$ cat config.mk
export PLATFORM = sky130hd
export DESIGN_NAME = rx_status_port
export DESIGN_NICKNAME = d
export VERILOG_FILES = /design/src/hw/rx_status_pkg.sv /design/src/hw/rx_status_port.sv
export VERILOG_INCLUDE_DIRS = /design/src /design/src/hw
export SDC_FILE = /design/constraint.sdc
export NUM_CORES = 1
export LEC_CHECK = 0
export BUFFER_PORTS_ARGS = -buffer_cell sky130_fd_sc_hd__buf_2
export CAP_MARGIN = 0
export CELL_PAD_IN_SITES_DETAIL_PLACEMENT = 0
export CELL_PAD_IN_SITES_GLOBAL_PLACEMENT = 2
export CORE_ASPECT_RATIO = 0.6
export CORE_MARGIN = 4
export CORE_UTILIZATION = 50
export CTS_CLUSTER_SIZE = 10
export DETAILED_ROUTE_END_ITERATION = 8
export GPL_TIMING_DRIVEN = 0
export HOLD_SLACK_MARGIN = 0.02
export PLACE_DENSITY = 0.9
export SYNTH_ARGS = -nofsm -noshare
export SYNTH_HDL_FRONTEND = slang
export SYNTH_SLANG_ARGS = --single-unit
$ cat constraint.sdc
create_clock -name i_clk -period 6.7 [get_ports i_clk]
set_input_delay 0 -clock i_clk [delete_from_list [all_inputs] [get_ports i_clk]]
set_output_delay 0 -clock i_clk [all_outputs]
set_load 0.01 [all_outputs]
$ cat src/hw/rx_status_regs.svh
// Purpose: Offsets, field positions, reset values and limits of the receive status port.
// Assumes: Byte addresses on a plain 32-bit register port.
// Notes: Definitions only.
`ifndef RX_STATUS_REGS_SVH
`define RX_STATUS_REGS_SVH
`define RX_STATUS_PEEK_OFFSET 8'h1C
`define RX_STATUS_POP_OFFSET 8'h20
`define RX_FIFO_DEPTH_OFFSET 8'h24
`define RX_IRQ_ENABLE_OFFSET 8'h28
`define RX_CONTROL_OFFSET 8'h2C
`define RX_FIFO_DEPTH_RESET 16'h0200
`define RX_DEPTH_MAX 16'h0400
`define RX_DEPTH_MIN 16'h0001
`define STATUS_CODE_HI 20
`define STATUS_CODE_LO 17
`define PID_HI 16
`define PID_LO 15
`define COUNT_HI 14
`define COUNT_LO 4
`define INDEX_HI 3
`define INDEX_LO 0
`define NOT_EMPTY_IE_BIT 4
`define CONTROL_HOST_BIT 0
`endif

$ cat src/hw/rx_status_pkg.sv
// Purpose: Types shared by the receive status port.
// Assumes: Nothing beyond the header of constants.
// Notes: Codes follow the packet status encoding for each mode.
package rx_status_pkg;
    // Host-mode packet status codes.
    typedef enum logic [3:0] {
        HOST_IN_DATA = 4'h2,
        HOST_IN_DONE = 4'h3,
        HOST_TOGGLE_ERR = 4'h5,
        HOST_CH_HALTED = 4'h7
    } host_status_type;
    // Device-mode packet status codes.
    typedef enum logic [3:0] {
        DEV_OUT_NAK = 4'h1,
        DEV_OUT_DATA = 4'h2,
        DEV_OUT_DONE = 4'h3,
        DEV_SETUP_DONE = 4'h4,
        DEV_SETUP_DATA = 4'h6
    } dev_status_type;
    // Data PID codes.
    typedef enum logic [1:0] {
        PID_DATA0 = 2'h0,
        PID_DATA1 = 2'h2
    } pid_type;
    // Read data selection states.
    typedef enum logic [1:0] {
        RD_IDLE = 2'b00,
        RD_ACTIVE = 2'b01
    } rd_state_type;
endpackage : rx_status_pkg

$ cat src/hw/rx_status_port.sv
// Contract
// - Peek read returns head, keeps FIFO.
// - Pop read returns head and removes it.
// - Entry meaning follows host or device mode.
// - Host 0010 IN data; codes 0011, 0101 raise events on pop.
// - Host 0111 halted channel, event on pop.
// - Device 0001, 0011, 0100 raise an event.
// - Device 0010 OUT data, 0110 SETUP data.
// - Bits 16:15 carry the data PID.
// - Bits 14:4 carry the byte count.
// - Host bits 3:0 carry channel index.
// - Device bits 3:0 carry endpoint index.
// - Depth field 15:0, words, 1 to 1024.
// - Reset: depth 0x200, status reads zero.
// - Enable bit 4 gates not-empty interrupt.
// Purpose: Status head of the shared receive FIFO, with peek and pop reads and depth setting.
// Assumes: One clock; the link side pushes entries with valid and ready.
// Notes: The entry store has DEPTH words; rx_fifo_depth limits how many are accepted.
`timescale 1ns/1ps
`include "rx_status_regs.svh"
module rx_status_port #(
    parameter int DEPTH = 16,
    parameter int AW = 4
) (
    input wire logic i_clk,
    input wire logic i_resetn,
    input wire logic [7:0] i_addr,
    input wire logic [31:0] i_wdata,
    input wire logic i_wr,
    input wire logic i_rd,
    output logic [31:0] o_rdata,
    input wire logic [3:0] i_in_code,
    input wire logic [1:0] i_in_pid,
    input wire logic [10:0] i_in_count,
    input wire logic [3:0] i_in_index,
    input wire logic i_in_valid,
    output logic o_in_ready,
    output logic o_rx_not_empty_flag,
    output logic o_irq,
    output logic o_event_pulse,
    output logic o_host_mode
);
    import rx_status_pkg::*;

    // Released copy of the reset; two stages so release is clean.
    logic rst_meta_reg;
    logic rst_sync_reg;
    // Two-entry skid buffer between the link and the entry store.
    // Entries keep all 21 bits, so four-bit channel and endpoint numbers survive.
    logic [20:0] skid_data_reg [2];
    logic [1:0] skid_count_reg;
    // Entry store and pointers.
    logic [20:0] mem_reg [DEPTH];
    logic [AW-1:0] wr_ptr_reg;
    logic [AW-1:0] rd_ptr_reg;
    logic [AW:0] fill_reg;
    // Software-visible control.
    logic [15:0] rx_depth_words_reg;
    logic rx_not_empty_irq_enable_reg;
    logic host_mode_reg;
    // Decoded bus strobes, push and pop qualifiers, head decode and read mux.
    logic rd_peek;
    logic rd_pop;
    logic pop_ok;
    logic push_ok;
    logic [20:0] head;
    logic [31:0] head_word;
    logic [AW:0] limit;
    logic head_is_event;
    logic [31:0] rdata_next;

    // Reset release synchroniser; the first stage feeds only the second.
    always_ff @(posedge i_clk or negedge i_resetn)
    begin
        if (!i_resetn)
        begin
            rst_meta_reg <= 1'b0;
            rst_sync_reg <= 1'b0;
        end
        else
        begin
            rst_meta_reg <= 1'b1;
            rst_sync_reg <= rst_meta_reg;
        end
    end

    // Strobe decode for the two status registers.
    assign rd_peek = i_rd && (i_addr == `RX_STATUS_PEEK_OFFSET);
    assign rd_pop = i_rd && (i_addr == `RX_STATUS_POP_OFFSET);
    // pop only when an entry exists
    assign pop_ok = rd_pop && (fill_reg != '0);
    // Accepted words never exceed the programmed depth nor the store size.
    assign limit = (rx_depth_words_reg > 16'(DEPTH)) ? (AW+1)'(DEPTH) : rx_depth_words_reg[AW:0];
    assign push_ok = (skid_count_reg != 2'd0) && (fill_reg < limit);
    assign head = mem_reg[rd_ptr_reg];

    always_comb
    begin
        head_word = 32'h0000_0000;
        if (fill_reg != '0)
        begin
            head_word[`STATUS_CODE_HI:`STATUS_CODE_LO] = head[20:17];
            head_word[`PID_HI:`PID_LO] = head[16:15];
            head_word[`COUNT_HI:`COUNT_LO] = head[14:4];
            head_word[`INDEX_HI:`INDEX_LO] = head[3:0];
        end
    end

    // Skid buffer: accepts while it has room, so a stalled store loses nothing.
    always_ff @(posedge i_clk or negedge rst_sync_reg)
    begin
        if (!rst_sync_reg)
        begin
            skid_count_reg <= 2'd0;
            skid_data_reg[0] <= 21'h000000;
            skid_data_reg[1] <= 21'h000000;
        end
        else
        begin
            if (i_in_valid && o_in_ready && push_ok)
            begin
                skid_data_reg[0] <= (skid_count_reg == 2'd2) ? skid_data_reg[1]
                    : {i_in_code, i_in_pid, i_in_count, i_in_index};
                skid_data_reg[1] <= {i_in_code, i_in_pid, i_in_count, i_in_index};
            end
            else if (i_in_valid && o_in_ready)
            begin
                skid_data_reg[skid_count_reg[0]] <= {i_in_code, i_in_pid, i_in_count, i_in_index};
                skid_count_reg <= skid_count_reg + 2'd1;
            end
            else if (push_ok)
            begin
                skid_data_reg[0] <= skid_data_reg[1];
                skid_count_reg <= skid_count_reg - 2'd1;
            end
        end
    end

    // Ready comes from a flop: room for one more word after this cycle.
    always_ff @(posedge i_clk or negedge rst_sync_reg)
    begin
        if (!rst_sync_reg)
        begin
            o_in_ready <= 1'b0;
        end
        else
        begin
            o_in_ready <= (skid_count_reg == 2'd0) || push_ok
                || ((skid_count_reg == 2'd1) && !(i_in_valid && o_in_ready));
        end
    end

    // Entry store write.
    always_ff @(posedge i_clk)
    begin
        if (push_ok)
        begin
            mem_reg[wr_ptr_reg] <= skid_data_reg[0];
        end
    end

    // pointers and fill follow push and pop
    always_ff @(posedge i_clk or negedge rst_sync_reg)
    begin
        if (!rst_sync_reg)
        begin
            wr_ptr_reg <= '0;
            rd_ptr_reg <= '0;
            fill_reg <= '0;
        end
        else
        begin
            if (push_ok)
            begin
                wr_ptr_reg <= wr_ptr_reg + 1'b1;
            end
            // peek leaves the read pointer alone
            if (pop_ok)
            begin
                rd_ptr_reg <= rd_ptr_reg + 1'b1;
            end
            fill_reg <= fill_reg + (AW+1)'(push_ok) - (AW+1)'(pop_ok);
        end
    end

    // Software control registers; depth writes outside 1..1024 are ignored.
    always_ff @(posedge i_clk or negedge rst_sync_reg)
    begin
        if (!rst_sync_reg)
        begin
            rx_depth_words_reg <= `RX_FIFO_DEPTH_RESET;
            rx_not_empty_irq_enable_reg <= 1'b0;
            host_mode_reg <= 1'b0;
        end
        else if (i_wr)
        begin
            if ((i_addr == `RX_FIFO_DEPTH_OFFSET) && (i_wdata[15:0] >= `RX_DEPTH_MIN)
                && (i_wdata[15:0] <= `RX_DEPTH_MAX))
            begin
                rx_depth_words_reg <= i_wdata[15:0];
            end
            if (i_addr == `RX_IRQ_ENABLE_OFFSET)
            begin
                rx_not_empty_irq_enable_reg <= i_wdata[`NOT_EMPTY_IE_BIT];
            end
            if (i_addr == `RX_CONTROL_OFFSET)
            begin
                host_mode_reg <= i_wdata[`CONTROL_HOST_BIT];
            end
        end
    end

    always_comb
    begin
        head_is_event = 1'b0;
        if (host_mode_reg)
        begin
            case (head[20:17])
                HOST_IN_DONE, HOST_TOGGLE_ERR, HOST_CH_HALTED: head_is_event = 1'b1;
                default: head_is_event = 1'b0;
            endcase
        end
        else
        begin
            case (head[20:17])
                DEV_OUT_NAK, DEV_OUT_DONE, DEV_SETUP_DONE: head_is_event = 1'b1;
                default: head_is_event = 1'b0;
            endcase
        end
    end

    // Read data mux, unmapped addresses read zero.
    always_comb
    begin
        rdata_next = 32'h0000_0000;
        case (i_addr)
            `RX_STATUS_PEEK_OFFSET: rdata_next = head_word;
            `RX_STATUS_POP_OFFSET: rdata_next = head_word;
            `RX_FIFO_DEPTH_OFFSET: rdata_next = {16'h0000, rx_depth_words_reg};
            `RX_IRQ_ENABLE_OFFSET: rdata_next = {27'h0, rx_not_empty_irq_enable_reg, 4'h0};
            `RX_CONTROL_OFFSET: rdata_next = {31'h0, host_mode_reg};
            default: rdata_next = 32'h0000_0000;
        endcase
    end

    // Registered outputs.
    always_ff @(posedge i_clk or negedge rst_sync_reg)
    begin
        if (!rst_sync_reg)
        begin
            o_rdata <= 32'h0000_0000;
            o_rx_not_empty_flag <= 1'b0;
            o_irq <= 1'b0;
            o_event_pulse <= 1'b0;
            o_host_mode <= 1'b0;
        end
        else
        begin
            o_rdata <= i_rd ? rdata_next : 32'h0000_0000;
            o_rx_not_empty_flag <= (fill_reg + (AW+1)'(push_ok) - (AW+1)'(pop_ok)) != '0;
            o_irq <= rx_not_empty_irq_enable_reg && ((fill_reg + (AW+1)'(push_ok) - (AW+1)'(pop_ok)) != '0);
            o_event_pulse <= pop_ok && head_is_event;
            o_host_mode <= host_mode_reg;
        end
    end

    // Assertions.
    property p_peek_keeps;
        @(posedge i_clk) disable iff (!rst_sync_reg)
        (rd_peek && !push_ok) |=> (fill_reg == $past(fill_reg));
    endproperty
    a_peek_keeps: assert property (p_peek_keeps) else $error("Peek changed fill.");

    property p_pop_drops;
        @(posedge i_clk) disable iff (!rst_sync_reg)
        (pop_ok && !push_ok) |=> (fill_reg == $past(fill_reg) - 1'b1);
    endproperty
    a_pop_drops: assert property (p_pop_drops) else $error("Pop did not remove entry.");

    property p_pop_data;
        @(posedge i_clk) disable iff (!rst_sync_reg)
        rd_pop |=> (o_rdata == $past(head_word));
    endproperty
    a_pop_data: assert property (p_pop_data) else $error("Pop read wrong data.");

    property p_host_event;
        @(posedge i_clk) disable iff (!rst_sync_reg)
        (pop_ok && host_mode_reg && head[20:17] == 4'h7) |=> o_event_pulse;
    endproperty
    a_host_event: assert property (p_host_event) else $error("Halted pop gave no event.");

    property p_dev_event;
        @(posedge i_clk) disable iff (!rst_sync_reg)
        (pop_ok && !host_mode_reg && head[20:17] == 4'h4) |=> o_event_pulse;
    endproperty
    a_dev_event: assert property (p_dev_event) else $error("Setup done pop gave no event.");

    property p_data_quiet;
        @(posedge i_clk) disable iff (!rst_sync_reg)
        (pop_ok && !host_mode_reg && head[20:17] == 4'h2) |=> !o_event_pulse;
    endproperty
    a_data_quiet: assert property (p_data_quiet) else $error("Data pop gave an event.");

    property p_depth_range;
        @(posedge i_clk) disable iff (!rst_sync_reg)
        (rx_depth_words_reg >= 16'h0001) && (rx_depth_words_reg <= 16'h0400);
    endproperty
    a_depth_range: assert property (p_depth_range) else $error("Depth out of range.");

    property p_irq_gate;
        @(posedge i_clk) disable iff (!rst_sync_reg)
        o_irq |-> (o_rx_not_empty_flag && $past(rx_not_empty_irq_enable_reg));
    endproperty
    a_irq_gate: assert property (p_irq_gate) else $error("Interrupt without enable.");

    property p_empty_clear;
        @(posedge i_clk) disable iff (!rst_sync_reg)
        (pop_ok && fill_reg == 1 && !push_ok) |=> !o_rx_not_empty_flag;
    endproperty
    a_empty_clear: assert property (p_empty_clear) else $error("Flag stayed after last pop.");

    // The full four-bit index must come back; a narrowed store would drop the upper bits.
    property p_pop_index;
        @(posedge i_clk) disable iff (!rst_sync_reg)
        pop_ok |=> (o_rdata[`INDEX_HI:`INDEX_LO] == $past(head[3:0]));
    endproperty
    a_pop_index: assert property (p_pop_index) else $error("Pop lost index bits.");

    // A pop on an empty store must not hand out a stale entry.
    property p_empty_pop_zero;
        @(posedge i_clk) disable iff (!rst_sync_reg)
        (rd_pop && (fill_reg == '0)) |=> (o_rdata == 32'h0000_0000);
    endproperty
    a_empty_pop_zero: assert property (p_empty_pop_zero) else $error("Empty pop read nonzero.");

    // Events come only from a pop, never from a peek or a push.
    property p_event_after_pop;
        @(posedge i_clk) disable iff (!rst_sync_reg)
        o_event_pulse |-> $past(pop_ok);
    endproperty
    a_event_after_pop: assert property (p_event_after_pop) else $error("Event without pop.");
endmodule : rx_status_port

==> out/qor.yml, run 1 <==
setup_viol: 0
rsz0062_at_grt: "false"
dr.pass1.iters: 5
synth_fa_ha_area_frac: 0.0155
clock_skew_ps: 14.8
fp.dieW_um: 249
num_antenna_cells: 0
synth-simple-area-share: 0.0392
outcome: "finished clean"
endpoint_kind: "register"
clock_latency_ps: 570
cp_max_fo: 21
cts_tree: "built"
antenna_found_initial: 0
regToRegSetupSlack_ps: 1550
crit_required_ps: 6860
synth_xor_area_frac: 0.00652
drt_iter0_drc: 1299
wl_per_cell_um: 25.9
ios: 103
cts_max_path_buffers: 3
drc_errors: 0
tritoncts.num_buffers: 49
hold_start: "i_addr[4]"
min_path_cells: 5
worstReg2RegEnd: "mem_reg[9][2]$_DFFE_PP_"
ys_types: 53
cp_cell_sequence: "o41ai_1 > and4_1 > nand2_1 > ha_1 > a21o_1 > a21o_1 > a211oi_1 > nand2_1 > inv_1 > buf_2 > and3_1"
overflow: 0
syn-cell-area_um2: 17500
clk_pin_slew_worst_paths_ps: 60
grtUsageMet1: 0.342
p_leak_nw: 7.22
grt_max_degree: 58
track_usage: 0.221
tightest_slew_ps: 1420
grtUsageMet2: 0.318
hold_slack_ps: 39.3
critPathArrivalTime_ps: 5310
final_common_cell: "edfxtp_1"
cts_resized: 0
clock.fmax_ghz: 0.194
nNetsFinal: 1187
synth_compound_area_frac: 0.0315
finalCriticalPeriod_ps: 5150
gp_congestion: 0.743
cts.sinks: 439
crit_slowest_cell: "and3_1"
ys_dominant_reg_cell: "edfxtp_1"
fillers: 2493
critPathKind: "register to register"
hold_end: "o_rdata[19]$_DFF_PN0_"
synthArstFlopShare: 0.235
via_per_inst: 5.78
syn2layout_area_growth_pct: 18.0
ant_nets: 0
drt_wl_total_mm: 41.4
hp-class: "primary input to register"
max-vdd-ir-drop_uv: 255
synthMuxAreaShare: 0.159
power.density_nw_per_um2: 377
fin_util: 0.604
num_rows: 52
vias: 9247
slew_headroom: 0.0503
grt_busiest_layer: "met1"
cts-root-buf: "clkbuf_16"
port-buffer-count: 74
dp_hpwl_mm: 25.6
syn_avg_cell_area_um2: 19.4
yosys_warnings: 0
htreeDepth: 2
drv_slew: 0
coreArea_um2: 34100
synthTopCellsByArea: "edfxtp_1 58%, dfrtp_1 15%, mux4_2 13%"
grt_pass1_wl_mm: 62.1
synth_top_family_by_area: "multiplexers"
hold_viol: 0
synth_top_area_frac: 0.578
die_height_um: 153
layout-drive-gt1-share: 0.280
ff2ff_path_depth: 11
largest_reg_flops: 336
grt_pass1_vias: 9400
met3_usage: 0.0703
ys_seq_elements: 439
start_util: 0.512
synthCells: 902
timing.final.crit_share: 0.769
die_area_um2: 38100
cap_viol_max_count: 0
r2r-start: "rx_depth_words_reg[0]$_DFFE_PN0P_"
yosysTopAreaCell: "edfxtp_1"
synth-edff-count: 336
yosysSeqAreaShare: 0.726
start_kind: "register"
critPathMaxStageDelay_ps: 1170
final_cell_mix: "336 x edfxtp_1, 102 x mux4_2, 101 x dfrtp_1"
-- cell type report --
type                       count  area, um^2  area share
clock inverter                 2        36.3     0.00176
tap                          459         574      0.0279
timing repair buffer         137        1020      0.0496
inverter                      21        78.8     0.00383
multi-input combinational    396        4510       0.219
buffer                        56         299      0.0145
sequential                   439       12700       0.615
clock buffer                  90        1400      0.0681
-- what timing repair did --
| action | CTS | global route |
|---|---|---|
| hold buffers | 51 | 0 |
| hold endpoints to repair | 80 | 0 |
| buffers inserted | 0 | 0 |
-- critical path: cells and delay by family (launching register included) --
family | cells | cell delay, ps
flops | 1 | 430
compound gates | 4 | 1260
simple gates | 4 | 2220
fa+ha+maj | 1 | 290
buf+inv | 2 | 520
-- per-stage QoR --
step | cells | setup WS, ps | cell area [um^2] | power [W] | setup TNS [ps]
finish | 1600 | 1550 | 20600 | 0.00777 | 0
floorplan | 912 | 1650 | 17500 | 0.00477 | 0
CTS | 1599 | 1460 | 20600 | 0.00780 | 0
detailed placement | 1456 | 1470 | 18600 | 0.00535 | 0
global placement | 1445 | -1420 | 18400 | 0.00524 | -64930
global route | 1600 | 1140 | 20600 | 0.00815 | 0
-- report_power, final --
group,switching (W),internal [W],leakage [nW]
sequential,0.000456,0.00361,4.32
combinational,0.000739,0.000525,2.22
clock,0.00103,0.00140,0.680
total,0.00223,0.00554,7.22
-- kinds of logic (layout without fill, tap and decap cells) --
kind of cell               count (synthesis)  after routing
xor gates and xnor gates                  13             13
adders and majority gates                 21             21
DFF                                      439            439
buffers and inverters                     77            306
AOI/OAI and AO/OA                         81             81
other                                      2             12
and+or+nand+nor                          123            123
muxes                                    146            146
-- cells in the mapped netlist, types with 4 or more instances --
master,n
nand4_1,6
nor4b_1,4
mux2_2,32
buf_2,11
mux4_2,102
clkbuf_1,23
mux2_1,5
ha_1,20
and4b_1,4
nor2_1,36
a22oi_1,36
xnor2_1,12
nor3_1,4
buf_4,14
dfrtp_1,102
mux2i_1,7
and3_1,6
nor4_1,5
edfxtp_1,336
buf_1,5
a21oi_1,26
nand3_1,11
inv_1,21
nand2_1,13
nor2b_1,25
-- layer usage --
layer	wire, um	up-vias
met1	18300	4737
met5	0	-
met3	4690	40
met2	18000	485
met4	461	0
li1	-	3985
-- worst max-delay path by stage --
stage / from / end / cells past startpoint / slack, ps
after floorplan: rx_depth_words_reg[0]$_DFFE_PN0P_ / mem_reg[0][0]$_DFFE_PP_ / 9 / 1650
after global placement: rx_depth_words_reg[12]$_DFFE_PN0P_ / mem_reg[2][15]$_DFFE_PP_ / 9 / -1420
after detailed placement: rx_depth_words_reg[12]$_DFFE_PN0P_ / mem_reg[8][15]$_DFFE_PP_ / 11 / 1470
after CTS: rx_depth_words_reg[12]$_DFFE_PN0P_ / mem_reg[8][11]$_DFFE_PP_ / 11 / 1460
after global routing: rx_depth_words_reg[12]$_DFFE_PN0P_ / skid_data_reg[21]$_DFFE_PN0P_ / 16 / 1140
final: rx_depth_words_reg[0]$_DFFE_PN0P_ / mem_reg[9][2]$_DFFE_PP_ / 11 / 1550
No activity file was read; power rests on OpenSTA's default activity.
==> run 2, diff against run 1 <==
Settings changed: CORE_UTILIZATION 50 to 47, PLACE_DENSITY 0.9 to 0.85.
Clock period 6.7 ns to 4.9 ns, I/O delays scaled along.
==> out/qor.yml, run 2 (synthesis results as in run 1) <==
outcome: "finished clean"
clock_latency_ps: 580
ant_nets: 0
clock_skew_ps: 17.8
hp-class: "primary input to register"
cts.sinks: 439
cp_max_fo: 11
finalCriticalPeriod_ps: 4590
wl_per_cell_um: 25.4
tritoncts.num_buffers: 49
fin_cells: 1620
die_height_um: 157
power.density_nw_per_um2: 516
fp.dieW_um: 257
grt_pass1_wl_mm: 62.0
crit_required_ps: 5330
track_usage: 0.209
cts_tree: "built"
largest_reg_flops: 336
nNetsFinal: 1191
ios: 103
layout-drive-gt1-share: 0.289
stdcell_area_um2: 20700
drt_wl_total_mm: 41.2
port-buffer-count: 74
grt_pass1_vias: 9482
setup_viol: 0
cts-root-buf: "clkbuf_16"
num_rows: 54
rsz0062_at_grt: "false"
hold_viol: 0
timing.final.crit_share: 0.937
cap_viol_max_count: 0
overflow: 0
max-vdd-ir-drop_uv: 286
drv_slew: 0
slew_headroom: 0.0708
p_leak_nw: 7.24
tightest_slew_ps: 1390
cts_max_path_buffers: 3
dr.pass1.iters: 5
fillers: 2765
coreArea_um2: 36500
final_cell_mix: "336 x edfxtp_1, 102 x mux4_2, 101 x dfrtp_1"
die_area_um2: 40400
critPathKind: "register to register"
dpl-instance-area_um2: 18700
antenna_found_initial: 1
final_common_cell: "edfxtp_1"
clk_pin_slew_worst_paths_ps: 60
dp_hpwl_mm: 25.9
drt_iter0_drc: 978
vias: 9237
endpoint_kind: "register"
critPathArrivalTime_ps: 5030
num_antenna_cells: 0
syn2layout_area_growth_pct: 18.4
drc_errors: 0
grt_max_degree: 59
numPlacedInstances: 1475
clock.fmax_ghz: 0.218
start_kind: "register"
gp_congestion: 0.755
htreeDepth: 2
via_per_inst: 5.70
start_util: 0.478
-- run 2: cell count changes in the layout (fill, tap and decap cells not counted), sizes merged --
cell         previous run  this run
inv                    22        24
clkbuf                113       110
dlygate4sd3            51        54
clkinv                  1         0
buf                   119       121
-- run 2: worst paths after layout --
kind / start / endpoint / slack (ps) / cells after the start
setup / recovery: rx_depth_words_reg[12]$_DFFE_PN0P_ / skid_data_reg[30]$_DFFE_PN0P_ / 310 / 16
hold / removal: i_addr[0] / o_rdata[4]$_DFF_PN0_ / 80 / 5
setup reg to reg: rx_depth_words_reg[12]$_DFFE_PN0P_ / skid_data_reg[30]$_DFFE_PN0P_ / 310 / 16
hold reg to reg: rst_sync_reg$_DFF_PN0_ / skid_data_reg[20]$_DFFE_PN0P_ / 340 / 0
max in group asynchronous: rst_sync_reg$_DFF_PN0_ / rx_depth_words_reg[9]$_DFFE_PN1P_ / 3790 / 1
min in group asynchronous: i_resetn / rst_sync_reg$_DFF_PN0_ / 270 / 3
-- run 2: what timing repair did --
action,CTS,global route
endpoints found under the hold margin,77,0
buffers inserted,0,0
hold buffers,54,0
setup endpoints to repair,384,22
resized for setup,7,13
-- run 2: where the power goes --
group / total [W] / internal (W) / switching [W]
Sequential: 0.00556 / 0.00494 / 0.000624
Combinational: 0.00179 / 0.000742 / 0.00105
Clock: 0.00331 / 0.00189 / 0.00142
Total: 0.0107 / 0.00757 / 0.00309
-- run 2: critical path, stage by stage (launching register included) --
cell and delay (ps):
dfrtp_1 400, nor4_1 450, and4_1 360, nand2_1 90
ha_1 300, a21o_1 160, a21o_1 220, a211oi_4 540
nand2_4 300, inv_1 140, buf_2 220, ha_1 250
nor2_1 110, a22o_1 250, clkbuf_1 250, a22oi_1 290
a21oi_1 110
-- run 2: layout make-up --
class	count	area, um^2	area share
flip-flops and latches	439	12700	0.613
multi-input cells	396	4540	0.220
clock buffers	88	1370	0.0664
repair buffers	141	1060	0.0512
well taps	476	596	0.0288
plain buffers	56	305	0.0148
inverters	21	78.8	0.00382
clock inverters	3	37.5	0.00182
-- run 2: per-stage QoR --
| stage | power [W] | setup slack (ps) | TNS (ps) | hold WS (ps) | util |
|---|---|---|---|---|---|
| after global routing | 0.0112 | 76.6 | 0 | 80.9 | 0.566 |
| after CTS | 0.0107 | 144 | 0 | 34.5 | 0.566 |
| after floorplan | 0.00653 | -150 | -6310 | -296 | - |
| after detailed placement | 0.00734 | -842 | -169020 | -210 | 0.512 |
| after global placement | 0.00720 | -4270 | -488870 | -214 | 0.506 |
| final | 0.0107 | 307 | 0 | 79.8 | 0.566 |
-- run 2: layer usage --
metal	GRT usage	part of all wire	up-vias
met4	0.0467	0.017	2
met3	0.0785	0.12	65
met2	0.296	0.42	458
met1	0.312	0.44	4711
met5	0	0.00032	-
li1	-	-	4001
